File: src/shared/gpt_pkg.sv
// Purpose: constants and types shared by the general purpose timer block
// Assumes: 20 MHz aclk, one machine cycle every MC_DIV clocks
// Notes:   registers are one aligned 32-bit word each
package gpt_pkg;
  // ==========================================================================
  // timing
  localparam int          MC_DIV       = 12;
  localparam logic [3:0]  MC_LAST      = 4'hB;
  // ==========================================================================
  // register byte offsets
  localparam logic [7:0]  A_CTRL       = 8'h00;
  localparam logic [7:0]  A_CNT0       = 8'h04;
  localparam logic [7:0]  A_CNT1       = 8'h08;
  localparam logic [7:0]  A_CNT2       = 8'h0C;
  localparam logic [7:0]  A_RLD2       = 8'h10;
  localparam logic [7:0]  A_CAP2       = 8'h14;
  localparam logic [7:0]  A_STAT       = 8'h18;
  localparam logic [7:0]  A_CLR        = 8'h1C;
  localparam logic [7:0]  A_IEN        = 8'h20;
  // ==========================================================================
  // control fields
  localparam int          F_RUN        = 0;  // bits 2:0 run per unit
  localparam int          F_CNT        = 4;  // bits 6:4 counter select
  localparam int          F_MODE       = 8;  // bits 9:8 third unit mode
  localparam int          F_DOWN       = 10;
  localparam int          F_OEN        = 11;
  localparam int          F_CAPNOW     = 12; // write 1 pulses a capture
  localparam logic [31:0] CTRL_RST     = 32'h0000_0000;
  // status bits: 2:0 overflow per unit, 3 capture done
  localparam int          NSTAT        = 4;
  localparam int          S_CAP        = 3;
  localparam logic [1:0]  RESP_OK      = 2'h0;
  localparam logic [1:0]  RESP_ERR     = 2'h2;

  typedef enum logic [1:0] {
    GPT_M_FREE   = 2'h0,
    GPT_M_CAP    = 2'h1,
    GPT_M_RELOAD = 2'h3
  } gpt_mode_e;

  typedef struct packed {
    logic        run;
    logic        cnt_sel;
    logic        down;
    logic        reload;
  } gpt_cfg_s;
endpackage : gpt_pkg

File: src/hdl/gpt_unit.sv
// Purpose: one 16-bit timer/counter unit
// Assumes: mc_tick is a one-clock pulse per machine cycle
// Notes:   reload and down only used by the third unit
module gpt_unit (
  input  wire logic             aclk,
  input  wire logic             aresetn,
  input  wire logic             mc_tick,
  input  wire gpt_pkg::gpt_cfg_s cfg,
  input  wire logic             ev_in,
  input  wire logic             wr_en,
  input  wire logic [15:0]      wr_data,
  input  wire logic [15:0]      reload_val,
  output logic [15:0]           count,
  output logic                  wrap
);
  typedef struct packed {
    logic [15:0] cnt;
    logic        smp;
    logic        wrap;
  } gpt_ust_s;

  gpt_ust_s st_r;
  gpt_ust_s st_nxt;
  logic     step;

  assign count = st_r.cnt;
  assign wrap  = st_r.wrap;

  // ==========================================================================
  // counting
  always_comb begin
    st_nxt      = st_r;
    st_nxt.wrap = 1'b0;
    if (mc_tick) begin
      st_nxt.smp = ev_in;                                   // RL5
    end
    // fall seen as old sample high, new sample low; count shows next cycle
    step = cfg.run && mc_tick && (cfg.cnt_sel ? (st_r.smp && !ev_in) : 1'b1); // RL3 RL4 RL6 RL7 RL8
    if (wr_en) begin
      st_nxt.cnt = wr_data;
    end else if (step) begin
      if (cfg.down) begin                                   // RL12
        if (st_r.cnt == 16'h0000) begin
          st_nxt.cnt  = cfg.reload ? reload_val : 16'hFFFF;
          st_nxt.wrap = 1'b1;
        end else begin
          st_nxt.cnt = st_r.cnt - 16'h0001;
        end
      end else if (st_r.cnt == 16'hFFFF) begin
        st_nxt.cnt  = cfg.reload ? reload_val : 16'h0000;   // RL12
        st_nxt.wrap = 1'b1;                                 // RL14
      end else begin
        st_nxt.cnt = st_r.cnt + 16'h0001;                   // RL1 RL10
      end
    end
  end

  always_ff @(posedge aclk) begin
    if (!aresetn) begin
      st_r <= '0;
    end else begin
      st_r <= st_nxt;
    end
  end
endmodule : gpt_unit

File: src/hdl/gpt_top.sv
// Purpose: three general purpose 16-bit timers behind an AXI4-Lite slave
// Assumes: event inputs synchronous to aclk
// Notes:   one read and one write under way at a time
//
// Notes on behaviour
// RL1: three independent 16-bit timer or counter units
// RL2: each unit can raise periodic interrupts
// RL3: timer mode counts once per machine cycle
// RL4: counter mode counts event input falling edges
// RL5: sample event input once per machine cycle
// RL6: new count visible in following machine cycle
// RL7: edge needs two machine cycles to recognise
// RL8: any event input duty cycle accepted
// RL9: source holds each level one machine cycle
// RL10: third unit always a full 16-bit counter
// RL11: third unit captures running count for software
// RL12: third unit auto-reload, up or down count
// RL13: third unit drives a timer output signal
// RL14: wrap all ones to zero sets overflow
module gpt_top (
  input  wire logic        aclk,
  input  wire logic        aresetn,
  input  wire logic        event_input_first,
  input  wire logic        event_input_second,
  input  wire logic        event_input_third,
  output logic             timer_out,
  output logic             irq,
  input  wire logic [7:0]  s_axi_awaddr,
  input  wire logic        s_axi_awvalid,
  output logic             s_axi_awready,
  input  wire logic [31:0] s_axi_wdata,
  input  wire logic [3:0]  s_axi_wstrb,
  input  wire logic        s_axi_wvalid,
  output logic             s_axi_wready,
  output logic [1:0]       s_axi_bresp,
  output logic             s_axi_bvalid,
  input  wire logic        s_axi_bready,
  input  wire logic [7:0]  s_axi_araddr,
  input  wire logic        s_axi_arvalid,
  output logic             s_axi_arready,
  output logic [31:0]      s_axi_rdata,
  output logic [1:0]       s_axi_rresp,
  output logic             s_axi_rvalid,
  input  wire logic        s_axi_rready
);
  typedef struct packed {
    logic [3:0]                div;
    logic [31:0]               ctrl;
    logic [15:0]               rld;
    logic [15:0]               cap;
    logic [gpt_pkg::NSTAT-1:0] stat;
    logic [gpt_pkg::NSTAT-1:0] ien;
    logic                      tout;
    logic                      aw_h;
    logic [7:0]                awa;
    logic                      w_h;
    logic [31:0]               wd;
    logic [3:0]                ws;
    logic                      bv;
    logic [1:0]                br;
    logic                      rv;
    logic [31:0]               rd;
    logic [1:0]                rr;
  } gpt_st_s;

  gpt_st_s           st_r;
  gpt_st_s           st_nxt;
  logic              mc_tick;
  logic [2:0]        ev;
  logic [2:0]        wrap;
  logic [2:0]        cnt_we;
  logic [15:0]       cnt [3];
  gpt_pkg::gpt_cfg_s cfg [3];
  logic              wr_go;
  logic [15:0]       wr16;
  logic [31:0]       wr32;
  gpt_pkg::gpt_mode_e mode;

  function automatic logic [31:0] merge(input logic [31:0] old, input logic [31:0] d, input logic [3:0] s);
    logic [31:0] r;
    r = old;
    for (int i = 0; i < 4; i++) begin
      if (s[i]) begin
        r[i*8 +: 8] = d[i*8 +: 8];
      end
    end
    return r;
  endfunction : merge

  assign mc_tick = (st_r.div == gpt_pkg::MC_LAST);
  assign ev      = {event_input_third, event_input_second, event_input_first};
  assign mode    = gpt_pkg::gpt_mode_e'(st_r.ctrl[gpt_pkg::F_MODE +: 2]);
  assign wr_go   = st_r.aw_h && st_r.w_h && !st_r.bv;
  // unstrobed lanes read as zero
  assign wr32    = merge(32'h0000_0000, st_r.wd, st_r.ws);
  assign wr16    = wr32[15:0];

  // ==========================================================================
  // units
  for (genvar u = 0; u < 3; u++) begin : g_unit
    assign cfg[u].run     = st_r.ctrl[gpt_pkg::F_RUN + u];
    assign cfg[u].cnt_sel = st_r.ctrl[gpt_pkg::F_CNT + u];
    assign cfg[u].down    = (u == 2) && (mode == gpt_pkg::GPT_M_RELOAD) && st_r.ctrl[gpt_pkg::F_DOWN]; // RL12
    assign cfg[u].reload  = (u == 2) && (mode == gpt_pkg::GPT_M_RELOAD);                               // RL12
    assign cnt_we[u]      = wr_go && (st_r.awa == gpt_pkg::A_CNT0 + 8'(4 * u));
    gpt_unit u_unit (
      .aclk       (aclk),
      .aresetn    (aresetn),
      .mc_tick    (mc_tick),
      .cfg        (cfg[u]),
      .ev_in      (ev[u]),
      .wr_en      (cnt_we[u]),
      .wr_data    (wr16),
      .reload_val (st_r.rld),
      .count      (cnt[u]),
      .wrap       (wrap[u])
    );
  end

  assign timer_out     = st_r.tout;
  assign irq           = |(st_r.stat & st_r.ien);   // RL2
  assign s_axi_awready = !st_r.aw_h;
  assign s_axi_wready  = !st_r.w_h;
  assign s_axi_bvalid  = st_r.bv;
  assign s_axi_bresp   = st_r.br;
  assign s_axi_arready = !st_r.rv;
  assign s_axi_rvalid  = st_r.rv;
  assign s_axi_rdata   = st_r.rd;
  assign s_axi_rresp   = st_r.rr;

  // ==========================================================================
  // control and bus
  always_comb begin
    logic       cap_go;
    logic [3:0] clr;
    st_nxt = st_r;
    cap_go = 1'b0;
    clr    = 4'h0;
    st_nxt.div = mc_tick ? 4'h0 : st_r.div + 4'h1;
    // write channels taken in either order
    if (s_axi_awvalid && !st_r.aw_h) begin
      st_nxt.aw_h = 1'b1;
      st_nxt.awa  = s_axi_awaddr;
    end
    if (s_axi_wvalid && !st_r.w_h) begin
      st_nxt.w_h = 1'b1;
      st_nxt.wd  = s_axi_wdata;
      st_nxt.ws  = s_axi_wstrb;
    end
    if (wr_go) begin
      st_nxt.aw_h = 1'b0;
      st_nxt.w_h  = 1'b0;
      st_nxt.bv   = 1'b1;
      st_nxt.br   = gpt_pkg::RESP_OK;
      case (st_r.awa)
        gpt_pkg::A_CTRL: begin
          st_nxt.ctrl = merge(st_r.ctrl, st_r.wd, st_r.ws);
          st_nxt.ctrl[gpt_pkg::F_CAPNOW] = 1'b0;
          cap_go = st_r.ws[1] && st_r.wd[gpt_pkg::F_CAPNOW];
        end
        gpt_pkg::A_RLD2: st_nxt.rld = wr16;
        gpt_pkg::A_CLR:  clr = st_r.wd[gpt_pkg::NSTAT-1:0] & {4{st_r.ws[0]}};
        gpt_pkg::A_IEN:  if (st_r.ws[0]) st_nxt.ien = st_r.wd[gpt_pkg::NSTAT-1:0];
        gpt_pkg::A_CNT0, gpt_pkg::A_CNT1, gpt_pkg::A_CNT2: ;
        default:         st_nxt.br = gpt_pkg::RESP_ERR;
      endcase
    end
    if (st_r.bv && s_axi_bready) begin
      st_nxt.bv = 1'b0;
    end
    if (s_axi_arvalid && !st_r.rv) begin
      st_nxt.rv = 1'b1;
      st_nxt.rr = gpt_pkg::RESP_OK;
      case (s_axi_araddr)
        gpt_pkg::A_CTRL: st_nxt.rd = st_r.ctrl;
        gpt_pkg::A_CNT0: st_nxt.rd = {16'h0000, cnt[0]};
        gpt_pkg::A_CNT1: st_nxt.rd = {16'h0000, cnt[1]};
        gpt_pkg::A_CNT2: st_nxt.rd = {16'h0000, cnt[2]};
        gpt_pkg::A_RLD2: st_nxt.rd = {16'h0000, st_r.rld};
        gpt_pkg::A_CAP2: st_nxt.rd = {16'h0000, st_r.cap};  // RL11
        gpt_pkg::A_STAT: st_nxt.rd = {28'h0000000, st_r.stat};
        gpt_pkg::A_IEN:  st_nxt.rd = {28'h0000000, st_r.ien};
        gpt_pkg::A_CLR:  st_nxt.rd = 32'h0000_0000;
        default: begin
          st_nxt.rd = 32'h0000_0000;
          st_nxt.rr = gpt_pkg::RESP_ERR;
        end
      endcase
    end else if (st_r.rv && s_axi_rready) begin
      st_nxt.rv = 1'b0;
    end
    // capture by software strobe only, keeps the latch free of input glitches
    if (mode == gpt_pkg::GPT_M_CAP && cap_go) begin
      st_nxt.cap = cnt[2];                               // RL11
    end
    // sticky status; a set in the clear cycle wins
    st_nxt.stat = (st_r.stat & ~clr) | {(mode == gpt_pkg::GPT_M_CAP) && cap_go, wrap}; // RL14 RL2
    // toggle output on every wrap of the third unit, gated by its enable
    if (wrap[2] && st_r.ctrl[gpt_pkg::F_OEN]) begin
      st_nxt.tout = !st_r.tout;                          // RL13
    end
  end

  always_ff @(posedge aclk) begin
    if (!aresetn) begin
      st_r      <= '0;
      st_r.ctrl <= gpt_pkg::CTRL_RST;
    end else begin
      st_r <= st_nxt;
    end
  end
endmodule : gpt_top

File: config.mk
export PLATFORM = sky130hd
export DESIGN_NAME = gpt_top
export DESIGN_NICKNAME = d
export VERILOG_FILES = /design/src/shared/gpt_pkg.sv /design/src/hdl/gpt_unit.sv /design/src/hdl/gpt_top.sv
export SDC_FILE = /design/constraint.sdc
export NUM_CORES = 1
export LEC_CHECK = 0
export BUFFER_PORTS_ARGS = -buffer_cell sky130_fd_sc_hd__buf_2
export CAP_MARGIN = 0
export CORE_UTILIZATION = 53
export CTS_CLUSTER_DIAMETER = 30
export DETAILED_ROUTE_END_ITERATION = 10
export GPL_TIMING_DRIVEN = 0
export PLACE_DENSITY = 0.84
export SETUP_SLACK_MARGIN = 0.1
export SLEW_MARGIN = 10
export SYNTH_ARGS = -nofsm -noshare
export SYNTH_HDL_FRONTEND = slang
export SYNTH_SLANG_ARGS = --single-unit
File: constraint.sdc
create_clock -name aclk -period 4.7 [get_ports aclk]
set_input_delay 0.94 -clock aclk [delete_from_list [all_inputs] [get_ports aclk]]
set_output_delay 0.94 -clock aclk [all_outputs]
set_load 0.01 [all_outputs]
# After elaboration in Yosys (flattened, before gate mapping)

Cells that the tools add are included.

Logic and storage cells: 148
Flip-flop bits (word level): 214
Input port bits: 62

Muxes and demuxes: 32
Reduce and logical (&&, ||, !) cells: 53
Bitwise logic cells: 9
Eq/ne operators: 20
$add $sub $neg: 5

Operators with widths:

| kind                    | count |
|---|---|
| $pmux W32 S8            | 1 |
| $mux W16                | 13 |
| $add A16 B1 Y16 const B | 3 |
| $eq A16 B16 Y1 const B  | 3 |
| $eq A8 B5 Y1 const B    | 6 |
| $eq A8 B4 Y1 const B    | 4 |
| $logic_and A1 B1 Y1     | 23 |
| $eq A8 B3 Y1 const B    | 2 |
| $eq A8 B6 Y1 const B    | 2 |
| $logic_not A16 Y1       | 1 |
| $logic_not A8 Y1        | 2 |
| $mux W8                 | 2 |
| $sub A16 B1 Y16 const B | 1 |
| $reduce_and A3 Y1       | 5 |
| $and A4 B4 Y4           | 3 |
| $mux W1                 | 12 |
| $reduce_or A3 Y1        | 3 |
| $reduce_or A9 Y1        | 1 |
| $logic_not A1 Y1        | 8 |
| $mux W4                 | 2 |
| $reduce_bool A2 Y1      | 4 |
| $reduce_or A7 Y1        | 1 |
| $reduce_or A2 Y1        | 3 |
| $add A4 B1 Y4 const B   | 1 |
| other kinds (9)         | 13 |

# Logic depth before layout (Yosys ltp)

Gate-level depths: netlist of run 1.

Depth after elaboration: 6
Mapped depth: 9
Mapped depth without buffers: 8

# Hierarchy

Synthesis of run 1 repeated with hierarchy kept, for this count alone.

Cells, all modules: 1,774
Area, all modules: 13,729.4 um^2

Modules (own cells, without submodules):

| module                          | cells each | area an instance (um^2) | seq. area each (um^2) | instances |
|---|---|---|---|---|
| gpt_top                         | 875        | 7,224.4                 | 3,163.0               | 1 |
| gpt_unit (g_unit[1].u_unit ...) | 297        | 2,183.3                 | 360.3                 | 2 |
| gpt_unit (g_unit[0].u_unit)     | 305        | 2,138.3                 | 360.3                 | 1 |

# Worst setup path before layout of run 1

Ideal clock, no wire load.

Path type: input port to flip-flop
Start point: in s_axi_araddr[2]
End point: reg st_r (netlist bit s_axi_rdata[1])
Arrival: 2.602 ns
Setup slack: 2.023 ns
Setup time: 0.074 ns
Stages: 8
Required time: 4.626 ns
Cell sequence: buf_2 -> or4b_2 -> clkbuf_1 -> nor2_1 -> a31oi_1 -> nor2_2 -> nand2_1 -> o21ai_0

Word-level cells in the longest chain between the ends: 2
Elaborated cells between the ends (all ways): 9
Those cells by class: eq/ne (7); mux (1); reduce/logical (1)

Ends and longest elaborated chain:

| element                                    | RTL line       | RTL |
|---|---|---|
| start, declared                            | gpt_top.sv:38  | `input wire logic [7:0] s_axi_araddr,` |
| $eq A8 B6 Y1, or another cell as far along | gpt_top.sv:174 | `case (s_axi_araddr)` |
| $pmux W32 S8 (*)                           | gpt_top.sv:174 |  |
| end signal, assigned                       | gpt_top.sv:209 | `st_r <= st_nxt;` |
| end, declared                              | gpt_top.sv:66  | `gpt_st_s st_r;` |

Every way passes the cells marked *; elsewhere a longest branch is shown, timed or not.
A chain may end at the register's enable or synchronous reset.

# Final worst setup path of run 1

Start point: reg g_unit[2].u_unit.st_r (netlist bit g_unit[2].u_unit.count[0])
End point: reg g_unit[2].u_unit.st_r (netlist bit g_unit[2].u_unit.count[2])

Word-level cells in the longest chain between the ends: 5
Elaborated cells between the ends (all ways): 9
Those cells by class: add/sub (2); eq/ne (1); mux (5); reduce/logical (1)

Ends and longest elaborated chain:

| element                                       | RTL line                       | RTL |
|---|---|---|
| start, declared                               | gpt_unit.sv:22                 | `gpt_ust_s st_r;` |
| start signal, assigned                        | gpt_unit.sv:62                 | `st_r <= st_nxt;` |
| $add A16 B1 Y16, or another cell as far along | gpt_unit.sv:53                 | `st_nxt.cnt = st_r.cnt + 16'h0001;` |
| $mux W16, on equally long branches            | gpt_unit.sv:49, gpt_unit.sv:43 |  |
| $mux W16 (*)                                  | gpt_unit.sv:42                 | `if (cfg.down) begin` |
| $mux W16 (*)                                  | gpt_unit.sv:41                 | `end else if (step) begin` |
| $mux W16 (*)                                  | gpt_unit.sv:39                 | `if (wr_en) begin` |

Every way passes the cells marked *; elsewhere a longest branch is shown, timed or not. The select of a mux whose other input is x is not followed.

==> reports/metrics.csv, run 1 <==
stage,metric,value,unit
yosys,Seq cells post-synth,212,
worst_setup_path,Slowest Stage Delay on Critical Path,0.72,ns
floorplan,io pins,105,
worst_setup_path,CP required,5.12,ns
routing,DRC Markers,0,
worst_setup_path,Crit path max-delay family,simple AND/OR/NAND/NOR gates,
yosys,synth unique cells,75,
sta,period utilization,0.672,
flow_run,Max-Cap Viols,0,
global_route,initial antenna violation count,0,
final_layout,"commonest non-fill, non-tap cell in the layout",nand2_1,
yosys,Synth Area per Inst,7.77,sq um
global_route,Total GRT Usage,0.365,
yosys,Yosys top cell by area,dfxtp_1,
sta,Final setup violation count,0,
cts,Hold Buf Count CTS,0,
routing,WL/cell,20.8,microns
routing,final wirelength,37800,microns
yosys,Post-Syn Area,10700,sq um
cts,clk slew on worst S/H paths,0.05,ns
hold_path,worst min-delay path category,flop to flop,
routing,via count,11400,
worst_setup_path,WP buf/inv,1,
power,Lkg Pwr,0.00482,uW
worst_setup_path,crit path max fanout,9,
floorplan,die footprint,20700,sq um
final_layout,Final #Nets,1585,
final_layout,Fillers,1618,
final_layout,ANT cells,0,
floorplan,Core Rows,51,
routing,DRT iter0 DRCs,1570,
power,Power Total,5230,uW
floorplan,core area,19600,sq um
global_route,vias in the first global route,10400,
worst_setup_path,"Slowest-stage cell, CP",nor4_2,
cts,clk sinks,212,
sta,TNS Setup,0,ns
worst_setup_path,reg-to-reg setup timing slack,1.54,ns
cts,Skew-Pair Late Insertion Delay,0.55,ns
worst_setup_path,Reg2Reg Capture Point,g_unit[2].u_unit.count[2]$_SDFFE_PN0P_,
global_route,largest net degree at the start of global routing,14,
sta,Worst slew margin,0.176,
sta,Max Freq,317,MHz
cts,H-tree depth,2,
cts,CTS root buffer,clkbuf_16,
sta,Final Hold Viols,0,
yosys,Yosys top cell area share,0.398,
final_layout,share of layout cells above drive strength 1,0.154,
yosys,"Async S/R FF share, synth",0,
worst_setup_path,Reg2Reg Depth,8,
status,status,"complete, no violations",
yosys,top_reg_cell synth,dfxtp_1,
yosys,number of synthesized flops with an enable pin,0,
cts,CTS tree,built,
worst_setup_path,Critical Path End Type,flop,
global_route,global-route wire length before repair,56800,microns
floorplan,Starting Density,0.544,
floorplan,chip height,144,microns
floorplan,Die Width,144,microns
worst_setup_path,WS Path Type,flop to flop,
final_layout,most frequent cells in the layout,"nand2_1, dfxtp_1, a21oi_1",
sta,worst clock skew,0.0236,ns
yosys,synth warn,0,
cts,CTS resizes,0,
routing,detailed-router iteration count before antenna repair,5,
power,pwr dens,402,nW/um^2
power,VDD IR-drop max,0.000355,V
routing,post-DR vias/cell,6.28,
hold_path,Hold Startpoint,g_unit[0].u_unit.wrap$_SDFF_PP0_,
worst_setup_path,critical path depth,8,
worst_setup_path,worst setup path endpoint,g_unit[2].u_unit.count[2]$_SDFFE_PN0P_,
global_route,global route overflow,0,
yosys,sequential fraction of the synthesis area,0.398,
cts,Clock Tree Buf Depth,3,
yosys,Synth Instances,1372,
worst_setup_path,Worst setup SP type,flop,
sta,Tmin final,3.16,ns
worst_setup_path,"Cell Chain, Critical Path",ha_1 -> clkbuf_1 -> nand3_1 -> nor4_2 -> and2b_1 -> nand2_1 -> and4_1 -> a2111oi_1,
worst_setup_path,"Arr. time, crit path",3.58,ns
worst_setup_path,R2R Path Start,g_unit[2].u_unit.count[0]$_SDFFE_PN0P_,
placed_design,number of port buffers,100,
placed_design,DP HPWL,27000,microns
cts,total CTS buffers,42,
final_layout,Area growth syn-to-layout,21.9,%
sta,RSZ-0062 raised after global routing,no,
placed_design,gpl congestion,1.03,
sta,worst-margin pin slew,1.22,ns
sta,Max Transition Viols Final,0,
yosys,dominant cells by area after synthesis,"dfxtp_1, nand2_1, a21oi_1",
routing,Routed Antenna Nets,0,
worst_setup_path,worst setup path start,g_unit[2].u_unit.count[0]$_SDFFE_PN0P_,
cts,Setup Buffers After CTS,0,
cell type report:
class / count / area (sq um) / share of cell area
Sequential cell: 212 / 4240 / 0.327
Buffer: 134 / 677 / 0.0521
Clock inverter: 27 / 409 / 0.0315
Timing Repair Buffer: 100 / 500 / 0.0385
Inverter: 15 / 56.3 / 0.00433
Tap cell: 265 / 332 / 0.0255
Clock buffer: 48 / 1090 / 0.0841
Multi-Input combinational cell: 1012 / 5680 / 0.437
power breakdown:
part | total, uW | switching, uW | internal [uW]
Combinational | 236 | 161 | 75.8
Clock | 3130 | 1050 | 2080
Sequential | 1860 | 30.1 | 1830
Total | 5230 | 1240 | 3980
worst min-delay path by stage:
stage                           to  slack [ns]  cells past startpoint
2_1_floorplan  st_r[89]$_SDFF_PN0_        0.41                      2
3_3_place_gp   st_r[90]$_SDFF_PN0_        0.42                      2
3_5_place_dp   st_r[90]$_SDFF_PN0_        0.43                      2
4_1_cts        st_r[89]$_SDFF_PN0_        0.45                      2
5_1_grt        st_r[89]$_SDFF_PN0_        0.45                      2
6_report       st_r[89]$_SDFF_PN0_        0.45                      2
worst reg2reg max path: cells and delay by family, from the launching register on:
family,cells,cell delay [ns]
and+or+nand+nor,5,1.52
DFF,1,0.60
AOI/OAI and AO/OA,1,0.35
buffers and inverters,1,0.33
adders and majority gates,1,0.23
metal layers:
layer  track usage  vias to the layer above  part of all wire
met2         0.551                      860              0.43
li1              -                     5108                 -
met4         0.218                        0             0.062
met3        0.0823                      170              0.12
met1         0.477                     5240              0.38
met5             0                        -                 0
cell usage after synthesis, drive strengths merged, types with 14 or more instances:
library cell  count
clkbuf           80
o21ai            38
nor2            119
xor2             18
a21oi           154
a22oi            37
nand2           286
nor3             19
buf              54
inv              15
mux2i            41
dfxtp           212
nand3            39
nor4             14
a211oi           15
o22ai            29
nand4            18
xnor2            25
per-stage QoR:
stage               cells   util  hold slack (ns)  worst slack, ns  cell area, sq um
floorplan            1373      -            0.413             2.02             10700
global placement     1738  0.587            0.417             1.56             11500
detailed placement   1738  0.587            0.425             1.56             11500
CTS                  1813  0.663            0.447             1.70             13000
global route         1813  0.663            0.452             1.42             13000
finish               1813  0.663            0.448             1.54             13000
cells by family (layout without fill, tap and decap cells):
| kind of cell | Yosys count | count (layout) | share of synthesized area |
|---|---|---|---|
| AND/OR/NAND/NOR | 561 | 561 | 0.239 |
| AO/OA/AOI/OAI | 355 | 355 | 0.209 |
| flip-flops | 212 | 212 | 0.398 |
| buffers and inverters | 149 | 324 | 0.0688 |
| multiplexers | 45 | 45 | 0.0427 |
| XOR/XNOR | 43 | 43 | 0.0353 |
| adder cells (fa/ha/maj) | 6 | 6 | 0.00704 |
| other | 1 | 2 | 0.000352 |
state kept, by name, summed over array words and instances (netlist names):
name	cells
cfg	6
timer_out	1
st_r	113
s_axi_rdata	32
s_axi_rvalid	1
g_unit.u_unit.count	48
mode	2
g_unit.u_unit.wrap	3
s_axi_bvalid	1
g_unit.u_unit.st_r	3
s_axi_bresp	1
s_axi_rresp	1
Power figures use the tool's default switching activity.
==> inputs of run 2 (changes only) <==
- PLACE_DENSITY: 0.84 -> 0.87
- clock period: 4.7 -> 2.7 ns (I/O delays scaled with it)
==> run 2 against run 1 <==
Against the previous run:
- register-to-register slack got worse by 1.4 ns
- critical path type unchanged
- routed wire length barely moved
- largest power group unchanged
- sequential power rose by 74%
- largest cell class unchanged
- critical endpoint is now g_unit[2].u_unit.count[13]$_SDFFE_PN0P_
==> reports/metrics.csv, run 2 (synthesis gave the netlist of run 1 again) <==
stage,metric,value,unit
final_layout,"commonest non-fill, non-tap cell in the layout",nand2_1,
floorplan,core area,19600,sq um
worst_setup_path,Most Frequent Cell on Critical Path,clkbuf_1,
power,Flop pwr share,0.378,
power,Sw Share,0.250,
power,Int Power,6430,uW
flow_run,Max-Cap Viols,0,
worst_setup_path,WS Path Type,flop to flop,
routing,post-DR vias/cell,6.24,
cts,Clock Tree Buf Depth,3,
sta,Worst slew margin,0.136,
global_route,global route overflow,0,
worst_setup_path,"Arr. time, crit path",2.99,ns
floorplan,Die Width,144,microns
routing,DRT iter0 DRCs,1428,
routing,DRC Markers,0,
worst_setup_path,"Cell Chain, Critical Path",clkbuf_1 -> and3_1 -> clkbuf_1 -> nor2_1 -> a221oi_1 -> o21ai_0,
worst_setup_path,Worst setup SP type,flop,
floorplan,Core Rows,51,
sta,TNS Setup,0,ns
global_route,initial antenna violation count,0,
sta,RSZ-0062 raised after global routing,yes,
worst_setup_path,"Slowest-stage cell, CP",clkbuf_1,
sta,worst clock skew,0.0215,ns
hold_path,worst min-delay path category,input pin to flop,
final_layout,max reg flops,113,
cts,CTS root buffer,clkbuf_16,
final_layout,register area,4250,sq um
worst_setup_path,Crit path max-delay family,buffers and inverters,
routing,WL/cell,20.8,microns
power,Lkg Pwr,0.00483,uW
worst_setup_path,WP buf/inv,2,
worst_setup_path,crit path max fanout,10,
sta,worst-margin pin slew,1.28,ns
placed_design,DP HPWL,27000,microns
final_layout,Fillers,1602,
cts,clk slew on worst S/H paths,0.06,ns
final_layout,most frequent cells in the layout,"nand2_1, dfxtp_1, a21oi_1",
final_layout,share of layout cells above drive strength 1,0.167,
floorplan,die footprint,20700,sq um
floorplan,io pins,105,
worst_setup_path,Critical Path End Type,flop,
worst_setup_path,worst setup path start,mode[1]$_SDFFE_PN0P_,
global_route,global-route wire length before repair,56100,microns
worst_setup_path,Slowest Stage Delay on Critical Path,0.52,ns
power,Combinational Power Share,0.048,
routing,final wirelength,37800,microns
hold_path,Hold Startpoint,s_axi_rready,
cts,Skew-Pair Late Insertion Delay,0.54,ns
sta,Tmin final,2.59,ns
global_route,Total GRT Usage,0.361,
placed_design,gpl congestion,0.989,
sta,Final Hold Viols,0,
worst_setup_path,CP required,3.10,ns
power,NetSw,2140,uW
global_route,vias in the first global route,10300,
power,pwr dens,661,nW/um^2
sta,period utilization,0.959,
status,status,"complete, no violations",
power,Clk pwr share,0.574,
global_route,largest net degree at the start of global routing,13,
placed_design,dpl cells,1738,
cts,clk sinks,212,
cts,H-tree depth,2,
final_layout,Final #Nets,1588,
floorplan,Starting Density,0.544,
routing,detailed-router iteration count before antenna repair,6,
placed_design,pre-CTS WS,-0.404,ns
cts,CTS tree,built,
floorplan,chip height,144,microns
sta,Max Freq,386,MHz
placed_design,number of port buffers,100,
cts,Hold Buf Count CTS,0,
worst_setup_path,reg-to-reg setup timing slack,0.11,ns
routing,via count,11300,
final_layout,Top reg by flops,st_r,
final_layout,area of the multi-input gates,5750,sq um
sta,Final setup violation count,0,
final_layout,ANT cells,0,
routing,Routed Antenna Nets,0,
final_layout,Finished Layout Cells,1815,
power,VDD IR-drop max,0.000538,V
worst_setup_path,R2R Path Start,mode[1]$_SDFFE_PN0P_,
final_layout,Area growth syn-to-layout,21.6,%
cts,total CTS buffers,40,
sta,Max Transition Viols Final,0,
sta,final worst setup slack,0.110,ns
## run 2: cell types whose count changed in the layout (fill, tap and decap cells not counted), sizes merged
cell      delta
clkinvlp     +1
bufinv       -5
clkbuf       +1
buf          +4
inv          +5
clkinv       -4
## run 2: final cells by class
cell class | instances | area share
inverters | 15 | 0.00435
clock buffers | 48 | 0.0834
well taps | 265 | 0.0256
multi-input cells | 1012 | 0.443
flip-flops and latches | 212 | 0.328
repair buffers | 105 | 0.0415
clock inverters | 24 | 0.0207
plain buffers | 134 | 0.0530
## run 2: path summary, 6_finish.rpt
check | end | cells after the start
worst max-delay path | g_unit[2].u_unit.count[13]$_SDFFE_PN0P_ | 6
worst max register to register | g_unit[2].u_unit.count[13]$_SDFFE_PN0P_ | 6
worst min-delay path | s_axi_rvalid$_SDFFE_PN0P_ | 2
worst min register to register | st_r[89]$_SDFF_PN0_ | 2
## run 2: per-layer routing
metal  share of wire  track usage  vias up
met5               0            0        -
li1                -            -     5121
met3            0.12       0.0800      167
met2            0.45        0.578      800
met1            0.38        0.459     5229
met4           0.051        0.175        0
## run 2: worst register-to-register path, stage by stage, from the launching register on
cell and delay [ns]:
dfxtp_1 0.31, clkbuf_1 0.52, and3_1 0.33, clkbuf_1 0.48, nor2_1 0.26, a221oi_1 0.39
o21ai_0 0.16
## run 2: timing repair
item,in CTS,in global routing
setup endpoints to repair,27,48
resized for setup,10,15
setup buffers,2,3
pin swaps,2,3
## run 2: metrics by stage
stage,total power (uW),area (sq um),hold slack (ns),util
2_1_floorplan,3530,10700,0.413,-
3_3_place_gp,3680,11500,0.420,0.587
3_5_place_dp,3690,11500,0.437,0.587
4_1_cts,8540,12900,0.196,0.658
5_1_grt,8750,13000,0.199,0.661
6_report,8570,13000,0.196,0.661
## run 2: power by group through the flow
stage	clock network, uW	registers [uW]	logic [uW]
5_1_grt	5060	3240	443
3_3_place_gp	0	3300	385
4_1_cts	4900	3240	400
6_report	4920	3240	411
3_5_place_dp	0	3300	393
2_1_floorplan	0	3280	245
==> inputs of run 3 (changes only) <==
- GPL_TIMING_DRIVEN: 0 -> default
==> run 3 against run 2 <==
Against the previous run:
- clock-buffer cell count shrank 6
- combinational power shrank 11%
- via count shrank 4.6%
- clock skew grew 0.0070 ns
- critical path depth is the same
- maximum frequency grew 3.8%
- cell count shrank 4.8%
- sequential share of layout area grew 0.90 points
- register-to-register slack gained 0.09 ns
- design area shrank 2.8%
- first-iteration DRC count grew 2.4%
- critical path type unchanged
==> reports/metrics.csv, run 3 (synthesis gave the netlist of run 1 again) <==
stage,metric,value,unit
worst_setup_path,"Arr. time, crit path",2.89,ns
global_route,Total GRT Usage,0.343,
sta,Max Freq,401,MHz
final_layout,most frequent cells in the layout,"nand2_1, dfxtp_1, a21oi_1",
flow_run,Max-Cap Viols,0,
floorplan,Die Width,144,microns
status,status,"complete, no violations",
final_layout,ANT cells,0,
global_route,largest net degree at the start of global routing,80,
sta,Max Transition Viols Final,0,
sta,Worst slew margin,0.507,
cts,Skew-Pair Late Insertion Delay,0.54,ns
cts,CTS tree,built,
final_layout,share of layout cells above drive strength 1,0.170,
cts,total CTS buffers,36,
cts,CTS root buffer,clkbuf_16,
placed_design,number of port buffers,102,
placed_design,pre-CTS WS,0.290,ns
cts,Hold Buf Count CTS,0,
sta,Final Hold Viols,0,
sta,worst clock skew,0.0284,ns
hold_path,hold path cells,2,
final_layout,register area,4240,sq um
placed_design,DP HPWL,24700,microns
worst_setup_path,Reg2Reg Depth,6,
sta,RSZ-0062 raised after global routing,no,
worst_setup_path,Reg2Reg Capture Point,g_unit[2].u_unit.count[15]$_SDFFE_PN0P_,
sta,Tmin final,2.50,ns
power,Lkg Pwr,0.00468,uW
cts,clk sinks,212,
final_layout,"commonest non-fill, non-tap cell in the layout",nand2_1,
placed_design,gpl congestion,0.988,
routing,Routed Antenna Nets,0,
sta,Final setup violation count,0,
cts,H-tree depth,2,
placed_design,dpl cells,1662,
floorplan,chip height,144,microns
final_layout,Finished Layout Cells,1728,
floorplan,Core Rows,51,
final_layout,Top reg by flops,st_r,
worst_setup_path,Critical Path End Type,flop,
sta,worst-margin pin slew,0.736,ns
final_layout,Area growth syn-to-layout,18.2,%
sta,period utilization,0.924,
sta,TNS Setup,0,ns
floorplan,io pins,105,
cts,clk slew on worst S/H paths,0.04,ns
routing,detailed-router iteration count before antenna repair,8,
routing,WL/cell,20.5,microns
worst_setup_path,worst setup path endpoint,g_unit[2].u_unit.count[15]$_SDFFE_PN0P_,
cts,Setup Buffers After CTS,0,
floorplan,Starting Density,0.544,
final_layout,Fillers,1627,
floorplan,die footprint,20700,sq um
worst_setup_path,crit path max fanout,9,
global_route,global route overflow,0,
sta,final hold slack,0.224,ns
global_route,initial antenna violation count,1,
floorplan,core area,19600,sq um
routing,via count,10800,
global_route,vias in the first global route,9878,
sta,final worst setup slack,0.204,ns
final_layout,area of the multi-input gates,5710,sq um
power,VDD IR-drop max,0.000535,V
cts,Clock Tree Buf Depth,3,
worst_setup_path,worst setup path start,g_unit[2].u_unit.count[8]$_SDFFE_PN0P_,
final_layout,Final #Nets,1503,
routing,DRC Markers,0,
worst_setup_path,Worst setup SP type,flop,
worst_setup_path,CP required,3.09,ns
worst_setup_path,WS Path Type,flop to flop,
final_layout,final core utilization,0.643,
routing,final wirelength,35500,microns
worst_setup_path,R2R Path Start,g_unit[2].u_unit.count[8]$_SDFFE_PN0P_,
worst_setup_path,reg-to-reg setup timing slack,0.20,ns
hold_path,worst min-delay path category,input pin to flop,
power,pwr dens,676,nW/um^2
final_layout,max reg flops,113,
routing,post-DR vias/cell,6.25,
global_route,global-route wire length before repair,54200,microns
routing,DRT iter0 DRCs,1462,
run 3: layout make-up:
| cell class | instances | share of cell area |
|---|---|---|
| Sequential cell | 212 | 0.337 |
| Clock inverter | 24 | 0.0264 |
| Timing Repair Buffer | 158 | 0.0749 |
| Multi-Input combinational cell | 1012 | 0.453 |
| Inverter | 15 | 0.00467 |
| Clock buffer | 42 | 0.0773 |
| Tap cell | 265 | 0.0263 |
run 3: layer usage:
metal | wire length, microns | vias to the layer above | GRT usage
met2 | 16000 | 672 | 0.533
li1 | - | 4955 | -
met1 | 14100 | 5042 | 0.444
met3 | 4000 | 126 | 0.0913
met5 | 14 | - | 0
met4 | 1430 | 2 | 0.152
run 3: worst min-delay path by stage:
| stage | from | to | slack [ns] |
|---|---|---|---|
| after floorplan | g_unit[0].u_unit.wrap$_SDFF_PP0_ | st_r[89]$_SDFF_PN0_ | 0.41 |
| after global placement | g_unit[1].u_unit.wrap$_SDFF_PP0_ | st_r[90]$_SDFF_PN0_ | 0.42 |
| after detailed placement | g_unit[0].u_unit.wrap$_SDFF_PP0_ | st_r[89]$_SDFF_PN0_ | 0.43 |
| after CTS | s_axi_rready | s_axi_rvalid$_SDFFE_PN0P_ | 0.22 |
| after global routing | s_axi_rready | s_axi_rvalid$_SDFFE_PN0P_ | 0.23 |
| final | s_axi_rready | s_axi_rvalid$_SDFFE_PN0P_ | 0.22 |
run 3: timing repair:
action / in CTS / in global routing
hold endpoints to repair: 0 / 0
setup endpoints to repair: 0 / 1
resized for setup: 0 / 1
run 3: report_power, final:
group | internal, uW | switching [uW] | leakage [uW] | total (uW)
logic | 125 | 242 | 0.00232 | 367
clock network | 3200 | 1700 | 0.000639 | 4900
registers | 3190 | 58.3 | 0.00172 | 3240
total | 6510 | 2000 | 0.00468 | 8510
run 3: per-stage QoR:
step / area (sq um) / power [uW]
after CTS: 12600 / 8510
after floorplan: 10700 / 3530
after global routing: 12600 / 8710
after detailed placement: 11300 / 3660
after global placement: 11300 / 3650
final: 12600 / 8510
run 3: critical path: stages (launching register included):
cell and delay, ns:
dfxtp_1 0.42, nor4_1 0.62, nand4b_1 0.24, or4_1 0.54, xor2_1 0.19, a21oi_1 0.10
a22o_1 0.26
